<file path="src/psa_pkg.sv">
/*
 * psa_pkg: constants and carrier types for the program space access unit.
 * assumes a 16-bit data-side core and a 24-bit program memory array.
 */
package psa_pkg;

  // ********************************************************************
  // widths and bit positions
  // ********************************************************************
  localparam int PAGE_W    = 8;
  localparam int EA_W      = 16;
  localparam int PADDR_W   = 24;
  localparam int PWORD_W   = 24;
  localparam int DATA_W    = 32;
  localparam int SPACE_BIT = 7;   // table page bit picking config space
  localparam int EA_TOP    = 15;
  localparam int VIS_EN_BIT = 2;  // visibility enable in core control

  // ********************************************************************
  // register map (byte addresses)
  // ********************************************************************
  localparam logic [7:0] OFF_TABLE_PAGE   = 8'h00;
  localparam logic [7:0] OFF_VIS_PAGE     = 8'h04;
  localparam logic [7:0] OFF_CORE_CONTROL = 8'h08;
  localparam logic [7:0] OFF_STATUS       = 8'h0C;

  // ********************************************************************
  // reset values
  // ********************************************************************
  localparam logic [7:0]  RST_PAGE = 8'h00;
  localparam logic [15:0] RST_CORE = 16'h0000;

  // ********************************************************************
  // extra cycle counts for remap-window use
  // ********************************************************************
  localparam logic [1:0] EXTRA_MOVE  = 2'h1;
  localparam logic [1:0] EXTRA_OTHER = 2'h2;
  localparam logic [1:0] EXTRA_NONE  = 2'h0;

  localparam logic [1:0] AXI_OKAY   = 2'h0;
  localparam logic [1:0] AXI_SLVERR = 2'h2;

  typedef enum logic [2:0] {
    OP_NONE,
    OP_TABLE_READ_LOW,
    OP_TABLE_READ_HIGH,
    OP_TABLE_WRITE_LOW,
    OP_TABLE_WRITE_HIGH,
    OP_DATA_READ
  } psa_op_e;

  // request from the core execution unit
  typedef struct packed {
    logic                  valid;
    psa_op_e               op;
    logic                  byteMode;
    logic [EA_W-1:0]       effectiveAddr;
    logic [15:0]           wdata;
    logic                  isMove;      // move or double move
    logic                  inRepeat;
    logic                  repFirst;
    logic                  repLast;
    logic                  repIntExit;
    logic                  repIntEntry;
  } psa_req_s;

  // answer towards the core
  typedef struct packed {
    logic                  done;
    logic [15:0]           rdata;
    logic                  refused;
    logic                  redirected;
    logic [1:0]            extraCycles;
  } psa_rsp_s;

  // flash array side
  typedef struct packed {
    logic                  rd;
    logic                  wr;
    logic                  wrHigh;
    logic                  cfgSpace;
    logic [PADDR_W-1:0]    addr;
    logic [15:0]           wdata;
  } psa_mem_s;

endpackage

</file>
<file path="src/psa_access_unit.sv">
/*
 * psa_access_unit: table operations and remap window into program space,
 * with an AXI4-Lite slave holding the page and core control registers.
 * assumes the flash array drives memRdata while rd is high and holds it one clock after,
 * and that the core holds its request until done.
 */
`timescale 1ns/1ps
module psa_access_unit (
  // clock and reset
  input  wire logic                 clock,
  input  wire logic                 rst_b,
  // AXI4-Lite slave
  input  wire logic [7:0]           s_axi_awaddr,
  input  wire logic                 s_axi_awvalid,
  output logic                      s_axi_awready,
  input  wire logic [31:0]          s_axi_wdata,
  input  wire logic [3:0]           s_axi_wstrb,
  input  wire logic                 s_axi_wvalid,
  output logic                      s_axi_wready,
  output logic [1:0]                s_axi_bresp,
  output logic                      s_axi_bvalid,
  input  wire logic                 s_axi_bready,
  input  wire logic [7:0]           s_axi_araddr,
  input  wire logic                 s_axi_arvalid,
  output logic                      s_axi_arready,
  output logic [31:0]               s_axi_rdata,
  output logic [1:0]                s_axi_rresp,
  output logic                      s_axi_rvalid,
  input  wire logic                 s_axi_rready,
  // core execution unit
  input  wire psa_pkg::psa_req_s    coreReq,
  output psa_pkg::psa_rsp_s         coreRsp,
  // program flash array
  output psa_pkg::psa_mem_s         memReq,
  input  wire logic [23:0]          memRdata
);

  // ********************************************************************
  // reset release
  // ********************************************************************
  logic rstSync1_reg;
  logic rstSync2_reg;
  logic rstN;

  always_ff @(posedge clock or negedge rst_b) begin
    if (!rst_b) begin
      rstSync1_reg <= 1'b0;
      rstSync2_reg <= 1'b0;
    end else begin
      rstSync1_reg <= 1'b1;
      rstSync2_reg <= rstSync1_reg;
    end
  end
  assign rstN = rstSync2_reg;

  // ********************************************************************
  // register bus
  // ********************************************************************
  logic [7:0]  tablePage_reg, tablePage_next;
  logic [7:0]  visPage_reg, visPage_next;
  logic [15:0] coreControl_reg, coreControl_next;
  logic [7:0]  awAddr_reg, awAddr_next;
  logic        awHeld_reg, awHeld_next;
  logic [31:0] wData_reg, wData_next;
  logic [3:0]  wStrb_reg, wStrb_next;
  logic        wHeld_reg, wHeld_next;
  logic        bValid_reg, bValid_next;
  logic [1:0]  bResp_reg, bResp_next;
  logic        rValid_reg, rValid_next;
  logic [31:0] rData_reg, rData_next;
  logic [1:0]  rResp_reg, rResp_next;
  logic        refusedSticky_reg, refusedSticky_next;
  logic        busy_reg;
  psa_pkg::psa_rsp_s coreRsp_reg, coreRsp_next;
  logic        doWrite;
  logic        visEnable;

  assign visEnable = coreControl_reg[psa_pkg::VIS_EN_BIT];
  assign doWrite = awHeld_reg && wHeld_reg && !bValid_reg;

  always_comb begin
    awAddr_next      = awAddr_reg;
    awHeld_next      = awHeld_reg;
    wData_next       = wData_reg;
    wStrb_next       = wStrb_reg;
    wHeld_next       = wHeld_reg;
    bValid_next      = bValid_reg;
    bResp_next       = bResp_reg;
    rValid_next      = rValid_reg;
    rData_next       = rData_reg;
    rResp_next       = rResp_reg;
    tablePage_next   = tablePage_reg;
    visPage_next     = visPage_reg;
    coreControl_next = coreControl_reg;
    refusedSticky_next = refusedSticky_reg;
    if (s_axi_awvalid && !awHeld_reg) begin
      awAddr_next = s_axi_awaddr;
      awHeld_next = 1'b1;
    end
    if (s_axi_wvalid && !wHeld_reg) begin
      wData_next = s_axi_wdata;
      wStrb_next = s_axi_wstrb;
      wHeld_next = 1'b1;
    end
    if (doWrite) begin
      awHeld_next = 1'b0;
      wHeld_next  = 1'b0;
      bValid_next = 1'b1;
      bResp_next  = psa_pkg::AXI_OKAY;
      case (awAddr_reg)
        psa_pkg::OFF_TABLE_PAGE: begin
          if (wStrb_reg[0]) tablePage_next = wData_reg[7:0];
        end
        psa_pkg::OFF_VIS_PAGE: begin
          if (wStrb_reg[0]) visPage_next = wData_reg[7:0];
        end
        psa_pkg::OFF_CORE_CONTROL: begin
          if (wStrb_reg[0]) coreControl_next[7:0] = wData_reg[7:0];
          if (wStrb_reg[1]) coreControl_next[15:8] = wData_reg[15:8];
        end
        // writing bit 0 clears the refused flag
        psa_pkg::OFF_STATUS: begin
          if (wStrb_reg[0] && wData_reg[0]) refusedSticky_next = 1'b0;
        end
        default: bResp_next = psa_pkg::AXI_SLVERR;
      endcase
    end else if (bValid_reg && s_axi_bready) begin
      bValid_next = 1'b0;
    end
    // a new refusal wins over a clear in the same cycle
    if (coreRsp_next.refused) refusedSticky_next = 1'b1;
    if (s_axi_arvalid && !rValid_reg) begin
      rValid_next = 1'b1;
      rResp_next  = psa_pkg::AXI_OKAY;
      case (s_axi_araddr)
        psa_pkg::OFF_TABLE_PAGE:   rData_next = {24'h000000, tablePage_reg};
        psa_pkg::OFF_VIS_PAGE:     rData_next = {24'h000000, visPage_reg};
        psa_pkg::OFF_CORE_CONTROL: rData_next = {16'h0000, coreControl_reg};
        psa_pkg::OFF_STATUS:
          rData_next = {29'h00000000, busy_reg, refusedSticky_reg, visEnable};
        default: begin
          rData_next = 32'h00000000;
          rResp_next = psa_pkg::AXI_SLVERR;
        end
      endcase
    end else if (rValid_reg && s_axi_rready) begin
      rValid_next = 1'b0;
    end
  end

  // ********************************************************************
  // access sequencer
  // ********************************************************************
  typedef enum logic [1:0] {ST_IDLE, ST_FETCH1, ST_FETCH2} psa_state_e;

  psa_state_e         state_reg, state_next;
  psa_pkg::psa_mem_s  memReq_reg, memReq_next;
  psa_pkg::psa_op_e   op_reg, op_next;
  logic               byteSel_reg, byteSel_next;
  logic               byteMode_reg, byteMode_next;
  logic               reqLive;
  logic               tableOp;
  logic               isWrite;
  logic               redirect;
  logic [23:0]        tableAddr;
  logic [23:0]        remapAddr;
  logic [15:0]        lowData;
  logic [15:0]        highData;

  // byte select when byte mode, else the whole field
  function automatic logic [15:0] pick(input logic [15:0] word,
                                       input logic        bMode,
                                       input logic        bSel);
    if (!bMode) pick = word;
    else if (bSel) pick = {8'h00, word[15:8]};
    else pick = {8'h00, word[7:0]};
  endfunction

  assign tableOp = coreReq.op inside {psa_pkg::OP_TABLE_READ_LOW,
                                      psa_pkg::OP_TABLE_READ_HIGH,
                                      psa_pkg::OP_TABLE_WRITE_LOW,
                                      psa_pkg::OP_TABLE_WRITE_HIGH};
  assign isWrite = coreReq.op inside {psa_pkg::OP_TABLE_WRITE_LOW,
                                      psa_pkg::OP_TABLE_WRITE_HIGH};
  // the core still holds the old request at the edge that shows done
  assign reqLive = coreReq.valid && !coreRsp_reg.done;
  // unaligned addresses pass unchanged; word index is address bits 23..1
  assign tableAddr = {tablePage_reg, coreReq.effectiveAddr};
  assign remapAddr = {1'b0, visPage_reg,
                      coreReq.effectiveAddr[14:0]};
  assign redirect  = coreReq.op == psa_pkg::OP_DATA_READ &&
                     coreReq.effectiveAddr[psa_pkg::EA_TOP] && visEnable;
  assign lowData   = pick(memRdata[15:0], byteMode_reg, byteSel_reg);
  assign highData  = byteMode_reg && byteSel_reg ? 16'h0000
                     : {8'h00, memRdata[23:16]};

  // extra cycles a remap access costs the instruction
  function automatic logic [1:0] extraCost(input psa_pkg::psa_req_s r);
    if (!r.inRepeat)
      extraCost = r.isMove ? psa_pkg::EXTRA_MOVE
                           : psa_pkg::EXTRA_OTHER;
    else if (r.repFirst || r.repLast || r.repIntExit || r.repIntEntry)
      extraCost = psa_pkg::EXTRA_OTHER;
    else
      extraCost = psa_pkg::EXTRA_NONE;
  endfunction

  always_comb begin
    state_next   = state_reg;
    memReq_next  = '0;
    coreRsp_next = '0;
    op_next      = op_reg;
    byteSel_next = byteSel_reg;
    byteMode_next = byteMode_reg;
    case (state_reg)
      ST_IDLE: begin
        if (reqLive && tableOp) begin
          // table ops own the array; remap cannot start meanwhile
          if (isWrite && tablePage_reg[psa_pkg::SPACE_BIT]) begin
            coreRsp_next.done    = 1'b1;
            coreRsp_next.refused = 1'b1;
          end else begin
            memReq_next.cfgSpace = tablePage_reg[psa_pkg::SPACE_BIT];
            memReq_next.addr     = tableAddr;
            memReq_next.rd       = !isWrite;
            memReq_next.wr       = isWrite;
            memReq_next.wrHigh   =
              coreReq.op == psa_pkg::OP_TABLE_WRITE_HIGH;
            memReq_next.wdata    = coreReq.wdata;
            op_next      = coreReq.op;
            byteSel_next = coreReq.effectiveAddr[0];
            byteMode_next = coreReq.byteMode;
            state_next   = isWrite ? ST_FETCH2 : ST_FETCH1;
          end
        end else if (reqLive && redirect) begin
          memReq_next.rd   = 1'b1;
          memReq_next.addr = remapAddr;
          op_next          = coreReq.op;
          state_next       = ST_FETCH1;
        end
      end
      ST_FETCH1: begin
        if (op_reg == psa_pkg::OP_DATA_READ) begin
          state_next = ST_FETCH2;
        end else begin
          coreRsp_next.done  = 1'b1;
          coreRsp_next.rdata =
            op_reg == psa_pkg::OP_TABLE_READ_HIGH ? highData : lowData;
          state_next = ST_IDLE;
        end
      end
      ST_FETCH2: begin
        coreRsp_next.done = 1'b1;
        if (op_reg == psa_pkg::OP_DATA_READ) begin
          coreRsp_next.rdata       = memRdata[15:0];
          coreRsp_next.redirected  = 1'b1;
          coreRsp_next.extraCycles = extraCost(coreReq);
        end
        state_next = ST_IDLE;
      end
      default: state_next = ST_IDLE;
    endcase
  end

  always_ff @(posedge clock or negedge rstN) begin
    if (!rstN) begin
      state_reg       <= ST_IDLE;
      memReq_reg      <= '0;
      coreRsp_reg     <= '0;
      op_reg          <= psa_pkg::OP_NONE;
      byteSel_reg     <= 1'b0;
      byteMode_reg    <= 1'b0;
      busy_reg        <= 1'b0;
      tablePage_reg   <= psa_pkg::RST_PAGE;
      visPage_reg     <= psa_pkg::RST_PAGE;
      coreControl_reg <= psa_pkg::RST_CORE;
      awAddr_reg      <= 8'h00;
      awHeld_reg      <= 1'b0;
      wData_reg       <= 32'h00000000;
      wStrb_reg       <= 4'h0;
      wHeld_reg       <= 1'b0;
      bValid_reg      <= 1'b0;
      bResp_reg       <= psa_pkg::AXI_OKAY;
      rValid_reg      <= 1'b0;
      rData_reg       <= 32'h00000000;
      rResp_reg       <= psa_pkg::AXI_OKAY;
      refusedSticky_reg <= 1'b0;
    end else begin
      state_reg       <= state_next;
      memReq_reg      <= memReq_next;
      coreRsp_reg     <= coreRsp_next;
      op_reg          <= op_next;
      byteSel_reg     <= byteSel_next;
      byteMode_reg    <= byteMode_next;
      busy_reg        <= state_next != ST_IDLE;
      tablePage_reg   <= tablePage_next;
      visPage_reg     <= visPage_next;
      coreControl_reg <= coreControl_next;
      awAddr_reg      <= awAddr_next;
      awHeld_reg      <= awHeld_next;
      wData_reg       <= wData_next;
      wStrb_reg       <= wStrb_next;
      wHeld_reg       <= wHeld_next;
      bValid_reg      <= bValid_next;
      bResp_reg       <= bResp_next;
      rValid_reg      <= rValid_next;
      rData_reg       <= rData_next;
      rResp_reg       <= rResp_next;
      refusedSticky_reg <= refusedSticky_next;
    end
  end

  assign s_axi_awready = !awHeld_reg;
  assign s_axi_wready  = !wHeld_reg;
  assign s_axi_bvalid  = bValid_reg;
  assign s_axi_bresp   = bResp_reg;
  assign s_axi_arready = !rValid_reg;
  assign s_axi_rvalid  = rValid_reg;
  assign s_axi_rdata   = rData_reg;
  assign s_axi_rresp   = rResp_reg;
  assign coreRsp       = coreRsp_reg;
  assign memReq        = memReq_reg;
endmodule // psa_access_unit

</file>
<file path="config.mk">
export PLATFORM = sky130hd
export DESIGN_NAME = psa_access_unit
export DESIGN_NICKNAME = d
export VERILOG_FILES = /design/src/psa_pkg.sv /design/src/psa_access_unit.sv
export SDC_FILE = /design/constraint.sdc
export NUM_CORES = 1
export LEC_CHECK = 0
export BUFFER_PORTS_ARGS = -buffer_cell sky130_fd_sc_hd__buf_2
export CORE_AREA = 2 2 107 130
export DETAILED_ROUTE_END_ITERATION = 7
export DIE_AREA = 0 0 109 132
export HOLD_SLACK_MARGIN = 0.02
export PLACE_DENSITY = 0.89
export SKIP_CTS_REPAIR_TIMING = 1
export SLEW_MARGIN = 0
export SYNTH_ARGS = -nofsm -noshare
export SYNTH_HDL_FRONTEND = slang
export SYNTH_SLANG_ARGS = --single-unit
</file>
<file path="constraint.sdc">
create_clock -name clock -period 6.6 [get_ports clock]
set_input_delay 0.66 -clock clock [delete_from_list [all_inputs] [get_ports clock]]
set_output_delay 0.66 -clock clock [all_outputs]
set_load 0.005 [all_outputs]
</file>
=== Word level (Yosys, flattened, before mapping) ===
Index checks and enable logic that the tools add are counted.

* Equality and inequality tests: 16
* Muxes and demuxes: 48
* Bitwise logic cells: 1
* Reductions and logical operators: 47

{| class="wikitable"
|+ Operator list
! cell !! count
|-
| $mux W44 || 2
|-
| $mux W16 || 4
|-
| $pmux W16 S4 || 1
|-
| $eq A8 B4 Y1 const B || 4
|-
| $pmux W16 S2 || 1
|-
| $mux W24 || 1
|-
| $mux W23 || 1
|-
| $reduce_and A3 Y1 || 7
|-
| $mux W2 || 10
|-
| $reduce_bool A2 Y1 || 10
|-
| $mux W3 || 6
|-
| $mux W1 || 17
|-
| $mux W17 || 1
|-
| $eq A8 B3 Y1 const B || 2
|-
| $logic_not A8 Y1 || 2
|-
| $mux W8 || 2
|-
| $logic_and A1 B1 Y1 || 15
|-
| $eq A3 B2 Y1 const B || 3
|-
| $eq A3 B3 Y1 const B || 3
|-
| $reduce_or A4 Y1 || 2
|-
| $logic_not A1 Y1 || 6
|-
| $pmux W2 S2 || 1
|-
| $reduce_bool A4 Y1 || 1
|-
| $eq A3 B1 Y1 const B || 1
|-
| 7 further kinds || 9
|}

* Flip-flop bits (word level): 174
* Input bits: 126
* Output and inout bits: 106
* Logic and storage cells: 145

=== Logic depth before layout (Yosys ltp) ===
Gate-level depths: netlist (run 1).

* Word-level depth: 8
* Mapped depth: 7
* Gate-level depth less buffers: 6

=== Worst setup path before layout (run 1) ===
OpenSTA, ideal clock, no wires.

* Path type: input to register
* Start: input port coreReq[39] (netlist name)
* End: register byteMode_reg
* Setup time: 125 ps
* Arrival: 1910 ps
* Data required time: 6475 ps
* Path slack: 4564 ps
* Stages: 6
* Buffers on the path: 2
* Cells stage by stage: buf_2 o21ai_0 and3_1 buf_6 nor3b_4 mux2_4

* Longest elaborated chain between the ends: 5
* Elaborated cells between the ends (all ways): 10
* Those cells by class: eq/ne: 4; bitwise: 1; reduce/logical: 5

{| class="wikitable"
|+ Ends and longest elaborated chain
! item !! RTL line !! source
|-
| start, declared || psa_access_unit.sv:31 || <nowiki>input wire psa_pkg::psa_req_s coreReq,</nowiki>
|-
| $eq A3 B2 Y1 or $eq A3 B3 Y1 (tied branches) || psa_access_unit.sv:179, psa_access_unit.sv:183 ||
|-
| $reduce_bool A2 Y1 || psa_access_unit.sv:183 || <nowiki>assign isWrite = coreReq.op inside {psa_pkg::OP_TABLE_WRITE_LOW,</nowiki>
|-
| $logic_and A1 B1 Y1 || psa_access_unit.sv:219 || <nowiki>if (isWrite && tablePage_reg[psa_pkg::SPACE_BIT]) begin</nowiki>
|-
| $not A1 Y1 (no source line) || - ||
|-
| $reduce_and A3 Y1 (no source line) * || - ||
|-
| end signal, assigned || psa_access_unit.sv:294 || <nowiki>byteMode_reg <= byteMode_next;</nowiki>
|-
| end, declared || psa_access_unit.sv:160 || <nowiki>logic byteMode_reg, byteMode_next;</nowiki>
|}

Mark *: on every way between the ends. The rest lies on a longest branch, timed or not.
A chain may end at the register's enable or synchronous reset.

=== Worst setup path after layout (run 1) ===
* Start: register coreRsp_reg (netlist bit coreRsp[20])
* End: register byteMode_reg

* Longest elaborated chain between the ends: 4

{| class="wikitable"
|+ Ends and longest elaborated chain
! item !! RTL line !! source
|-
| start, declared || psa_access_unit.sv:74 || <nowiki>psa_pkg::psa_rsp_s coreRsp_reg, coreRsp_next;</nowiki>
|-
| start signal, assigned || psa_access_unit.sv:291 || <nowiki>coreRsp_reg <= coreRsp_next;</nowiki>
|-
| $logic_not A1 Y1 || psa_access_unit.sv:186 || <nowiki>assign reqLive = coreReq.valid && !coreRsp_reg.done;</nowiki>
|-
| $logic_and A1 B1 Y1 || psa_access_unit.sv:186 ||
|-
| $logic_and A1 B1 Y1 || psa_access_unit.sv:217 || <nowiki>if (reqLive && tableOp) begin</nowiki>
|-
| $reduce_and A3 Y1 (no source line) || - ||
|}

Every way passes these cells.

==> results of run 1 <==
metrics by stage:
stage | std cells | setup slack [ns] | area, µm² | hold WS (ns) | power (µW)
final | 874 | 4.24 | 8170 | 0.284 | 2890
after global routing | 874 | 4.10 | 8170 | 0.329 | 3050
after CTS | 872 | 4.23 | 8160 | 0.00126 | 2920
after detailed placement | 840 | 3.97 | 7500 | 0.309 | 1850
after global placement | 840 | 4.02 | 7500 | 0.299 | 1820
after floorplan | 507 | 1.96 | 6520 | 0.331 | 1670
cell type report:
class	count	share of cell area
flip-flops and latches	155	0.475
multi-input cells	303	0.289
repair buffers	198	0.123
clock buffers	17	0.0521
clock inverters	15	0.0279
well taps	168	0.0257
inverters	17	0.00781
diodes	1	0.000306
worst paths after layout:
path | end | slack [ns] | depth (start not counted)
worst max register to register | byteMode_reg | 4.24 | 4
worst max-delay path | byteMode_reg | 4.24 | 4
min in group clock | rstN | 0.36 | 0
max in group asynchronous | s_axi_rdata[8] | 5.09 | 1
worst min register to register | memReq[26] | 0.28 | 0
worst min-delay path | memReq[26] | 0.28 | 0
power by group through the flow:
stage / Sequential, µW / Combinational (µW) / Clock, µW
after global routing: 1330 / 602 / 1120
after detailed placement: 1320 / 536 / 0
after CTS: 1300 / 541 / 1080
after floorplan: 1280 / 388 / 0
after global placement: 1300 / 515 / 0
final: 1300 / 535 / 1060
cell usage after synthesis, types with 5 or more instances:
| cell type | number |
|---|---|
| and2_1 | 42 |
| a21oi_1 | 12 |
| nand2_1 | 20 |
| nor2_1 | 27 |
| mux2_2 | 63 |
| buf_4 | 19 |
| buf_2 | 5 |
| mux2i_1 | 13 |
| o21a_1 | 6 |
| and3_1 | 6 |
| dfrtp_1 | 155 |
| o21ai_0 | 14 |
| nand3_1 | 8 |
| nor2b_1 | 7 |
| a22o_1 | 12 |
| inv_1 | 17 |
metal layers:
metal	routed length (µm)	share of wire
met3	872	0.065
met2	7090	0.53
met4	225	0.017
met1	5240	0.39
met5	7	0.00052
cells by family after synthesis:
logic type	synth area share
AO/OA/AOI/OAI	0.0740
XOR/XNOR	0.00136
adder cells (fa/ha/maj)	0.00775
buffers and inverters	0.0442
flip-flops	0.601
multiplexers	0.145
other	0.00116
AND/OR/NAND/NOR	0.125
==> results, run 1 <==
- The longest clock path from root to sink contains 2 buffers.
- TritonCTS built the clock tree.
- Row generation in the floorplan step produced 46 rows.
- Synthesis produced a netlist whose cell count is 490.
- The H-tree was split into 4 levels.
- After global routing the overflow that remains totals 0.
- In the finished design, the share of the clock period the worst path needs comes to 0.358.
- For this run, asynchronously set or reset flops after synthesis account for 1.00.
- The overall global routing resource usage is 0.195.
- The worst-margin pin slew is 0.962 ns.
- The number of filler cells placed in the layout is 1040.
- The mean post-synth cell area is 13.2 µm².
- The y dimension of the die is 132 µm.
- The Yosys warning count is 0.
- The clock sink total is 155.
- The register with the most flip-flops in the layout has 43 of them.
- The routed wire length per instance is 15.4 µm.
- At the worst endpoint, the required time is 6.89 ns.
- The power density of the placed cells is 354 mW/mm².
- The die area is 0.0144 mm².
- TritonCTS created 17 clock buffers.
- The first detailed-routing pass ran for 4 iterations.
- The maximum VDD drop is 0.000197 V.
- The maximum clock skew at final layout is 0.00793 ns.
- The insertion delay of the later-clocked pin in the worst-skew pair is 0.41 ns.
- The share of total power dissipated in sequential elements is 0.449.
- The category of cells accounting for the largest share of critical-path delay is simple AND/OR/NAND/NOR gates.
- For this run, global-route usage on met2 was measured as 0.340.
- The number of flip-flops and latches in the synthesized netlist is 155.
- The run finished with clean final reports.
- Setup repair after global routing left no endpoint under its margin.
- The routing usage on met1 is 0.225.
- The worst setup path is launched from a flip-flop.
- Summing all multi-input logic gate instances after layout gives 0.00236 mm².
- The initial antenna violation count was 3.
- The worst setup path is captured at a flip-flop.
- Of the total power, combinational logic draws 0.185.
- The proportion of synthesized chip area in sequential cells is 0.601.
- The final weighted congestion of routability-driven global placement is 0.810.
- The data arrival time of the worst path is 2.66 ns.
- The number of different library cells used by synthesis comes to 59.
- For this run, design rule violations remaining after detail routing come to 0.
- Timing would allow up to 423 MHz.
- The synthesized area is 0.00645 mm².
- The largest individual stage delay along the critical path comes from the cell nor3b_4.
- Internal power comes to 2080 µW.
- The first global-routing pass estimated 21800 µm of wire.
- The synthesized design contains 0 enable-type register cells.
- The post-detailed-route via-to-cell ratio is 5.06.
- In this run the critical register-to-register path is launched from coreRsp[20].
- The worst relative slew slack is 0.356.
- In this run the static leakage power is 0.00428 µW.
- Yosys attributes the largest share of cell area to dfrtp_1 (60%), mux2_2 (11%), and2_1 (4.1%).
- The most used flip-flop cell after synthesis is dfrtp_1.
- The pin count of the biggest net entering global routing is 70.
- For this design the top-level I/O count stands at 232.
- The layout overhead on the synthesized area is 26.6%.
- The half-perimeter wire length after detailed placement is 9960 µm.
- The initial core utilization is 0.494.
- The final cell utilization of the core is 0.625.
- The largest total area in the synthesized netlist belongs to dfrtp_1.
- The top cell types in the final layout, fill and taps aside, are buf_2 (195), dfrtp_1 (154), mux2_2 (63).
- The path class of the tightest hold or removal check is flip-flop to async pin.
- The post-route antenna net violation count is 0.
- After floorplanning, the core was sized to cover 0.0131 mm².
- The final number of max-transition violations is 0.
- Clock-pin slew was measured on the worst setup and hold paths at 0.06 ns.
- The number of max-capacitance violations reported is 0.
- At the end of the flow, the number of nets in the layout was 822.
- For this design the total switching power over the nets is 814 µW.
- The total negative slack is 0 ns.
- The most critical setup path has its startpoint at coreRsp[20].
- The part of the total power dissipated in the clock network is 0.366.
- The final hold violation count is 0.
- Wires add up to 13400 µm.
- The global routing stage identified its most utilized layer as met2.
- The delay of the slowest critical-path stage is 0.64 ns.
- The iteration-0 DRC count of the detailed router is 186.
- The class of the most critical setup path is flip-flop to flip-flop.
- The number of global-route vias before repair is 4505.
- Counting both buffers and inverters, the worst setup path holds a total of 0.
- In the final layout, the share of cells above drive strength 1 is 0.440.
- The die boundary width is 109 µm.
- The CTS root buffer is clkbuf_16.
- The register area is 0.00388 mm².
- The library cell used most frequently in the layout, excluding fill and tap cells, is buf_2.
- Subtracting the final worst setup slack from the clock period gives 2.36 ns.
- In this run the tool buffered the top-level ports with 195 buffer cells.
- Detailed routing inserted a total of 4422 vias.
- The peak fanout along the critical path is 19.
- The met3 routing resource usage after global routing is 0.0529.
- The proportion of netlist area held by the largest area contributor is 0.601.
- Traced cell by cell, the critical path runs through and2b_2 > and3_1 > nor3b_4 > mux2_4.
- The number of setup violations in the final report is 0.
- Of the total power, the share spent switching nets is 0.281.
Power figures use the tool's default switching activity.
==> run 2, diff against run 1 <==
clock period = 2.21 ns   (was 6.6 ns; I/O delays follow)
==> results, run 2 (synthesized netlist as in run 1, its figures left out) <==
- The iteration-0 DRC count of the detailed router came to 197 (+5.9%).
- Clock tree synthesis selected as its root buffer the cell clkbuf_16.
- The total number of vias came to 4529 (+2.4%).
- The die area was 0.0144 mm² (unchanged).
- The portion of the clock cycle consumed by the worst path in the final layout came to 0.894 (+0.535).
- The part of the power in registers came to 0.454 (+0.005).
- The pin count of the biggest net entering global routing is 62 (-11%).
- The internal power contribution came to 6150 µW (+200%).
- The switching power is 2410 µW (+200%).
- The final global-route overflow total is 0 (unchanged).
- TritonCTS built the clock tree.
- The area of placed instances came to 0.00759 mm² (+1.1%).
- The total I/O pin count is 232 (unchanged).
- The remaining routing DRC violations came to 0 (unchanged).
- The area of all placed cells without fillers is 0.00835 mm² (+2.2%).
- The area growth from synthesis to layout is 29.4%.
- The depth of the most critical reg-to-reg path is 4 (unchanged).
- The flow ran to the end, and the final reports show no timing, DRC or antenna violations.
- The H-tree depth is 4 (unchanged).
- The total negative slack came to 0 ns (unchanged).
- The clock sink total is 155 (unchanged).
- The number of filler cells placed in the layout is 1008 (-3.1%).
- The achievable clock frequency is 506 MHz (+20%).
- Setup repair after global routing left no endpoint under its margin.
- The startpoint of the tightest hold check path is coreReq[33].
- The final cell count without fillers is 894 (+2.3%).
- The required time reported for the critical path endpoint is 2.50 ns (-4.39 ns).
- The die boundary width is 109 µm (unchanged).
- The class of the most critical setup path is flip-flop to flip-flop.
- The startpoint identified for the worst register-to-register timing path is s_axi_bvalid.
- The switching part of the total is 0.282 (about the same).
- The reg-to-reg setup timing slack is 0.24 ns (-4.00 ns).
- The y dimension of the die was 132 µm (unchanged).
- The power density of the placed cells is 1030 mW/mm² (+190%).
- In the layout the commonest cells are buf_2 (195), dfrtp_1 (154), mux2_2 (63).
- The insertion delay of the later-clocked pin in the worst-skew pair came to 0.41 ns (about the same).
- The half-perimeter wire length after detailed placement is 10100 µm (+1.6%).
- The time the worst path needs with I/O delays and setup is 1.97 ns (-0.389 ns).
- The number of global-route vias before repair is 4465 (-0.89%).
- The final net count was 843 (+2.6%).
- The TritonCTS buffer count is 17 (unchanged).
- The area of the multi-input gates came to 0.00236 mm² (unchanged).
- The worst hold path belongs to the class input pin to flip-flop.
- The register area is 0.00388 mm² (unchanged).
- The number of iterations in the first detailed-routing pass is 6 (+2).
- The initial core utilization is 0.494 (unchanged).
- The overall power consumption is 8560 µW (+200%).
- The sum of routed wire length over all layers came to 13800 µm (+3.0%).
- The number of max-capacitance violations reported was 0 (unchanged).
- The post-route antenna net violation count is 0 (unchanged).
- The post-detailed-route via-to-cell ratio is 5.07 (+0.13%).
- The worst-margin pin slew is 0.660 ns (-0.302 ns).
- The initial antenna violation count is 0 (-3).
- The startpoint type of the worst setup path is a flip-flop.
- The final number of max-transition violations is 0 (unchanged).
- The data arrival time of the worst path is 2.26 ns (-0.40 ns).
- The library cell used most frequently in the layout, excluding fill and tap cells, is buf_2.
- The number of flip-flops under the largest register name was 43 (unchanged).
- The floorplan core area is 0.0131 mm² (unchanged).
- The maximum buffer depth of the clock tree is 2 (unchanged).
- The share of layout cells above drive strength 1 is 0.438 (-0.00170).
- The number of buffer cells added on primary ports came to 195 (unchanged).
- The maximum clock skew at final layout is 0.00575 ns (-0.00218 ns).
- The worst relative slew slack is 0.559 (+0.203).
- The relative contribution of combinational cells to total power is 0.194 (+0.009).
- The number of setup violations in the final report is 0 (unchanged).
- The peak fanout along the critical path came to 8 (-11).
- The worst hold path was traced through 2 stages.
- The number of diodes is 0 (-1).
- The pre-CTS setup slack is 0.244 ns (-3.72 ns).
- The end point of the most critical hold path is memReq[27].
- The final weighted congestion of routability-driven global placement is 0.846 (+4.5%).
- The routed wire length per instance was 15.5 µm (+0.65%).
- The clock-pin slew reported for the worst setup and hold paths after clock tree synthesis was 0.06 ns (about the same).
- The static leakage came to 0.00437 µW (+2.1%).
- The maximum VDD drop is 0.000504 V (+160%).
- The terminus of the critical flop-to-flop path is visPage_reg[4].
- The cell total after placement is 848 (+0.95%).
- The global-route wire length before repair is 21700 µm (-0.35%).
- The number of core rows is 46 (unchanged).
- The type of element capturing the critical path is a flip-flop.
- The overall global routing resource usage is 0.194 (-0.000409).
- The final hold violation count is 0 (unchanged).
- The part of the total power dissipated in the clock network is 0.352 (-0.014).
- The slack of the critical path was 0.235 ns (-4.00 ns).
-- run 2: power by group through the flow --
| stage | sequential [µW] | clock (µW) | combinational, µW |
|---|---|---|---|
| after floorplan | 3830 | 0 | 1160 |
| after global placement | 3900 | 0 | 1590 |
| after detailed placement | 3930 | 0 | 1650 |
| after CTS | 3880 | 3090 | 1660 |
| after global routing | 3960 | 3200 | 1850 |
| final | 3880 | 3020 | 1660 |
-- run 2: metrics by stage --
stage / utilization / hold slack (ns)
after floorplan: - / -0.0746
after global routing: 0.639 / 0.0152
after detailed placement: 0.581 / 0.00765
final: 0.639 / 0.0208
after CTS: 0.629 / -0.435
after global placement: 0.581 / 0.00603
-- run 2: how the worst max path moves through the flow --
stage	cells after the start	from	slack, ns	endpoint
6_report	4	s_axi_bvalid	0.24	visPage_reg[4]
5_1_grt	4	s_axi_bvalid	0.11	visPage_reg[1]
4_1_cts	4	s_axi_bvalid	0.24	visPage_reg[4]
3_5_place_dp	4	s_axi_bvalid	0.24	visPage_reg[4]
3_3_place_gp	4	awAddr_reg[5]	0.30	visPage_reg[0]
2_1_floorplan	5	coreRsp[20]	0.44	byteMode_reg
-- run 2: final cells by class --
type	instances	share of cell area
Multi-Input combinational cell	303	0.282
Sequential cell	155	0.465
Timing Repair Buffer	219	0.146
Clock buffer	18	0.0526
Tap cell	168	0.0252
Clock inverter	14	0.0219
Inverter	17	0.00764
-- run 2: worst max-delay path: stages (launching register included) --
cell and delay, ns:
dfrtp_1 0.39, and3b_1 0.38, nand4_4 0.21, nor3b_4 0.47, mux2_2 0.40
-- run 2: routing by layer --
metal,share of wire,track usage,vias to the layer above
li1,-,-,2116
met1,0.39,0.224,2227
met2,0.54,0.346,165
met3,0.054,0.0410,21
met4,0.019,0.0776,0
met5,0,0,-
==> run 3, diff against run 2 <==
HOLD_SLACK_MARGIN = default   (was 0.02)
PLACE_DENSITY = default   (was 0.89)
PLACE_DENSITY_LB_ADDON = 0.3   (was default)
==> results, run 3 (synthesized netlist as in run 1, its figures left out) <==
- The achievable clock frequency came to 506 MHz (-0.11%).
- The reg-to-reg setup timing slack is 0.23 ns (about the same).
- The area of placed instances is 0.00756 mm² (-0.40%).
- The most common library cell in the layout ignoring fill and taps is buf_2.
- The number of global-route vias before repair is 4537 (+1.6%).
- The post-route antenna net violation count is 0 (unchanged).
- The total number of vias came to 4463 (-1.5%).
- Setup repair after global routing left no endpoint under its margin.
- The worst-margin pin slew came to 0.703 ns (+0.0426 ns).
- The cell total after placement is 844 (-0.47%).
- The peak fanout along the critical path was 19 (+11).
- The number of buffer cells added on primary ports is 195 (unchanged).
- The final net count is 827 (-1.9%).
- The maximum clock skew at final layout is 0.00540 ns (-0.000350 ns).
- The number of core rows is 46 (unchanged).
- The pin count of the biggest net entering global routing was 69 (+11%).
- The routed wire length per instance came to 15.6 µm (+1.1%).
- The depth of the most critical reg-to-reg path was 5 (+1).
- The initial core utilization is 0.494 (unchanged).
- The run finished with clean final reports.
- The routing usage on met1 is 0.232 (+0.00828).
- The total I/O pin count is 232 (unchanged).
- The final weighted congestion of routability-driven global placement is 0.829 (-2.1%).
- The global-route wire length before repair was 22000 µm (+1.2%).
- The area of the multi-input gates is 0.00236 mm² (unchanged).
- The final cell count without fillers was 877 (-1.9%).
- The register area is 0.00388 mm² (unchanged).
- The static leakage was 0.00428 µW (-2.0%).
- The number of flip-flops under the largest register name was 43 (unchanged).
- The final number of max-transition violations came to 0 (unchanged).
- The clock-pin slew reported for the worst setup and hold paths after clock tree synthesis is 0.06 ns (about the same).
- The insertion delay of the later-clocked pin in the worst-skew pair came to 0.41 ns (about the same).
- The CTS root buffer is clkbuf_16.
- The remaining routing DRC violations came to 0 (unchanged).
- The data arrival time of the worst path is 2.27 ns (about the same).
- The area of all placed cells without fillers was 0.00816 mm² (-2.3%).
- The time the worst path needs with I/O delays and setup came to 1.98 ns (+0.00212 ns).
- The number of filler cells placed in the layout is 1052 (+4.4%).
- The die boundary width is 109 µm (unchanged).
- The final hold violation count is 0 (unchanged).
- The total negative slack came to 0 ns (unchanged).
- The portion of the clock cycle consumed by the worst path in the final layout is 0.895 (+0.000958).
- In the layout the commonest cells are buf_2 (195), dfrtp_1 (154), mux2_2 (63).
- The met3 routing resource usage after global routing was 0.0529 (+0.0119).
- The overall global routing resource usage came to 0.196 (+0.00176).
- The power density of the placed cells is 1020 mW/mm² (-0.55%).
- The number of setup violations in the final report is 0 (unchanged).
- The H-tree depth is 4 (unchanged).
- The sum of routed wire length over all layers came to 13700 µm (-0.83%).
- The global routing's busiest layer is met2.
- The iteration-0 DRC count of the detailed router is 184 (-6.6%).
- The floorplan core area is 0.0131 mm² (unchanged).
- The number of max-capacitance violations reported is 0 (unchanged).
- The required time reported for the critical path endpoint is 2.50 ns (about the same).
- The post-detailed-route via-to-cell ratio was 5.09 (+0.45%).
- The maximum buffer depth of the clock tree is 2 (unchanged).
- The number of diodes is 0 (unchanged).
- The share of layout cells above drive strength 1 is 0.441 (+0.00345).
- The routing usage on met2 is 0.340 (-0.00587).
- From synthesis to final layout, the design area changed by 26.4%.
- The pre-CTS setup slack came to 0.220 ns (-0.0239 ns).
- The slack of the critical path is 0.233 ns (-0.00212 ns).
- The maximum VDD drop is 0.000595 V (+18%).
- The half-perimeter wire length after detailed placement was 10200 µm (+1.1%).
- The type of element capturing the critical path is a flip-flop.
- The initial antenna violation count is 0 (unchanged).
- The y dimension of the die is 132 µm (unchanged).
- The number of cells traversed by the worst hold path is 2 (unchanged).
- The clock tree from TritonCTS is yes.
- The die area is 0.0144 mm² (unchanged).
- The startpoint type of the worst setup path is a flip-flop.
- The worst relative slew slack is 0.529 (-0.0295).
- In this run the worst hold path is classified as input pin to flip-flop.
- The clock sink total is 155 (unchanged).
- The TritonCTS buffer count is 17 (unchanged).
- The final global-route overflow total is 0 (unchanged).
- The worst setup path is of the flip-flop to flip-flop kind.
- The number of iterations in the first detailed-routing pass was 4 (-2).
## run 3: worst paths after layout
check | startpoint | endpoint
min | coreReq[12] | memReq[6]
max reg2reg | state_reg[0] | byteSel_reg
min in group asynchronous | rst_b | rstN
min reg2reg | rstN | memReq[27]
max | state_reg[0] | byteSel_reg
max in group asynchronous | rstN | s_axi_rdata[0]
## run 3: layout make-up
type                       count  area share
tap                          168      0.0258
clock buffer                  18      0.0538
clock inverter                13      0.0175
sequential                   155       0.476
inverter                      17     0.00782
timing repair buffer         203       0.131
multi-input combinational    303       0.289
## run 3: where the power goes
| group | switching (µW) | internal (µW) |
|---|---|---|
| clock network | 1130 | 1700 |
| registers | 471 | 3410 |
| logic | 740 | 880 |
## run 3: critical path, cell delays in order (launching register included)
cell and delay (ns):
dfrtp_1 0.42, inv_1 0.12, ha_1 0.26, inv_1 0.14, nor3b_4 0.58, mux2_4 0.35
## run 3: per-layer routing
layer,part of all wire,wire length (µm),vias up
li1,-,-,2092
met1,0.40,5420,2209
met2,0.53,7210,144
met3,0.062,857,18
met4,0.016,222,0
met5,0,0,-
## run 3: metrics by stage
| stage | utilization | total power [µW] | hold WS (ns) |
|---|---|---|---|
| 2_1_floorplan | - | 4990 | -0.0746 |
| 3_3_place_gp | 0.579 | 5460 | 0.00639 |
| 3_5_place_dp | 0.579 | 5560 | 0.00684 |
| 4_1_cts | 0.623 | 8420 | -0.434 |
| 5_1_grt | 0.625 | 8790 | 0.00648 |
| 6_report | 0.625 | 8320 | 0.0179 |
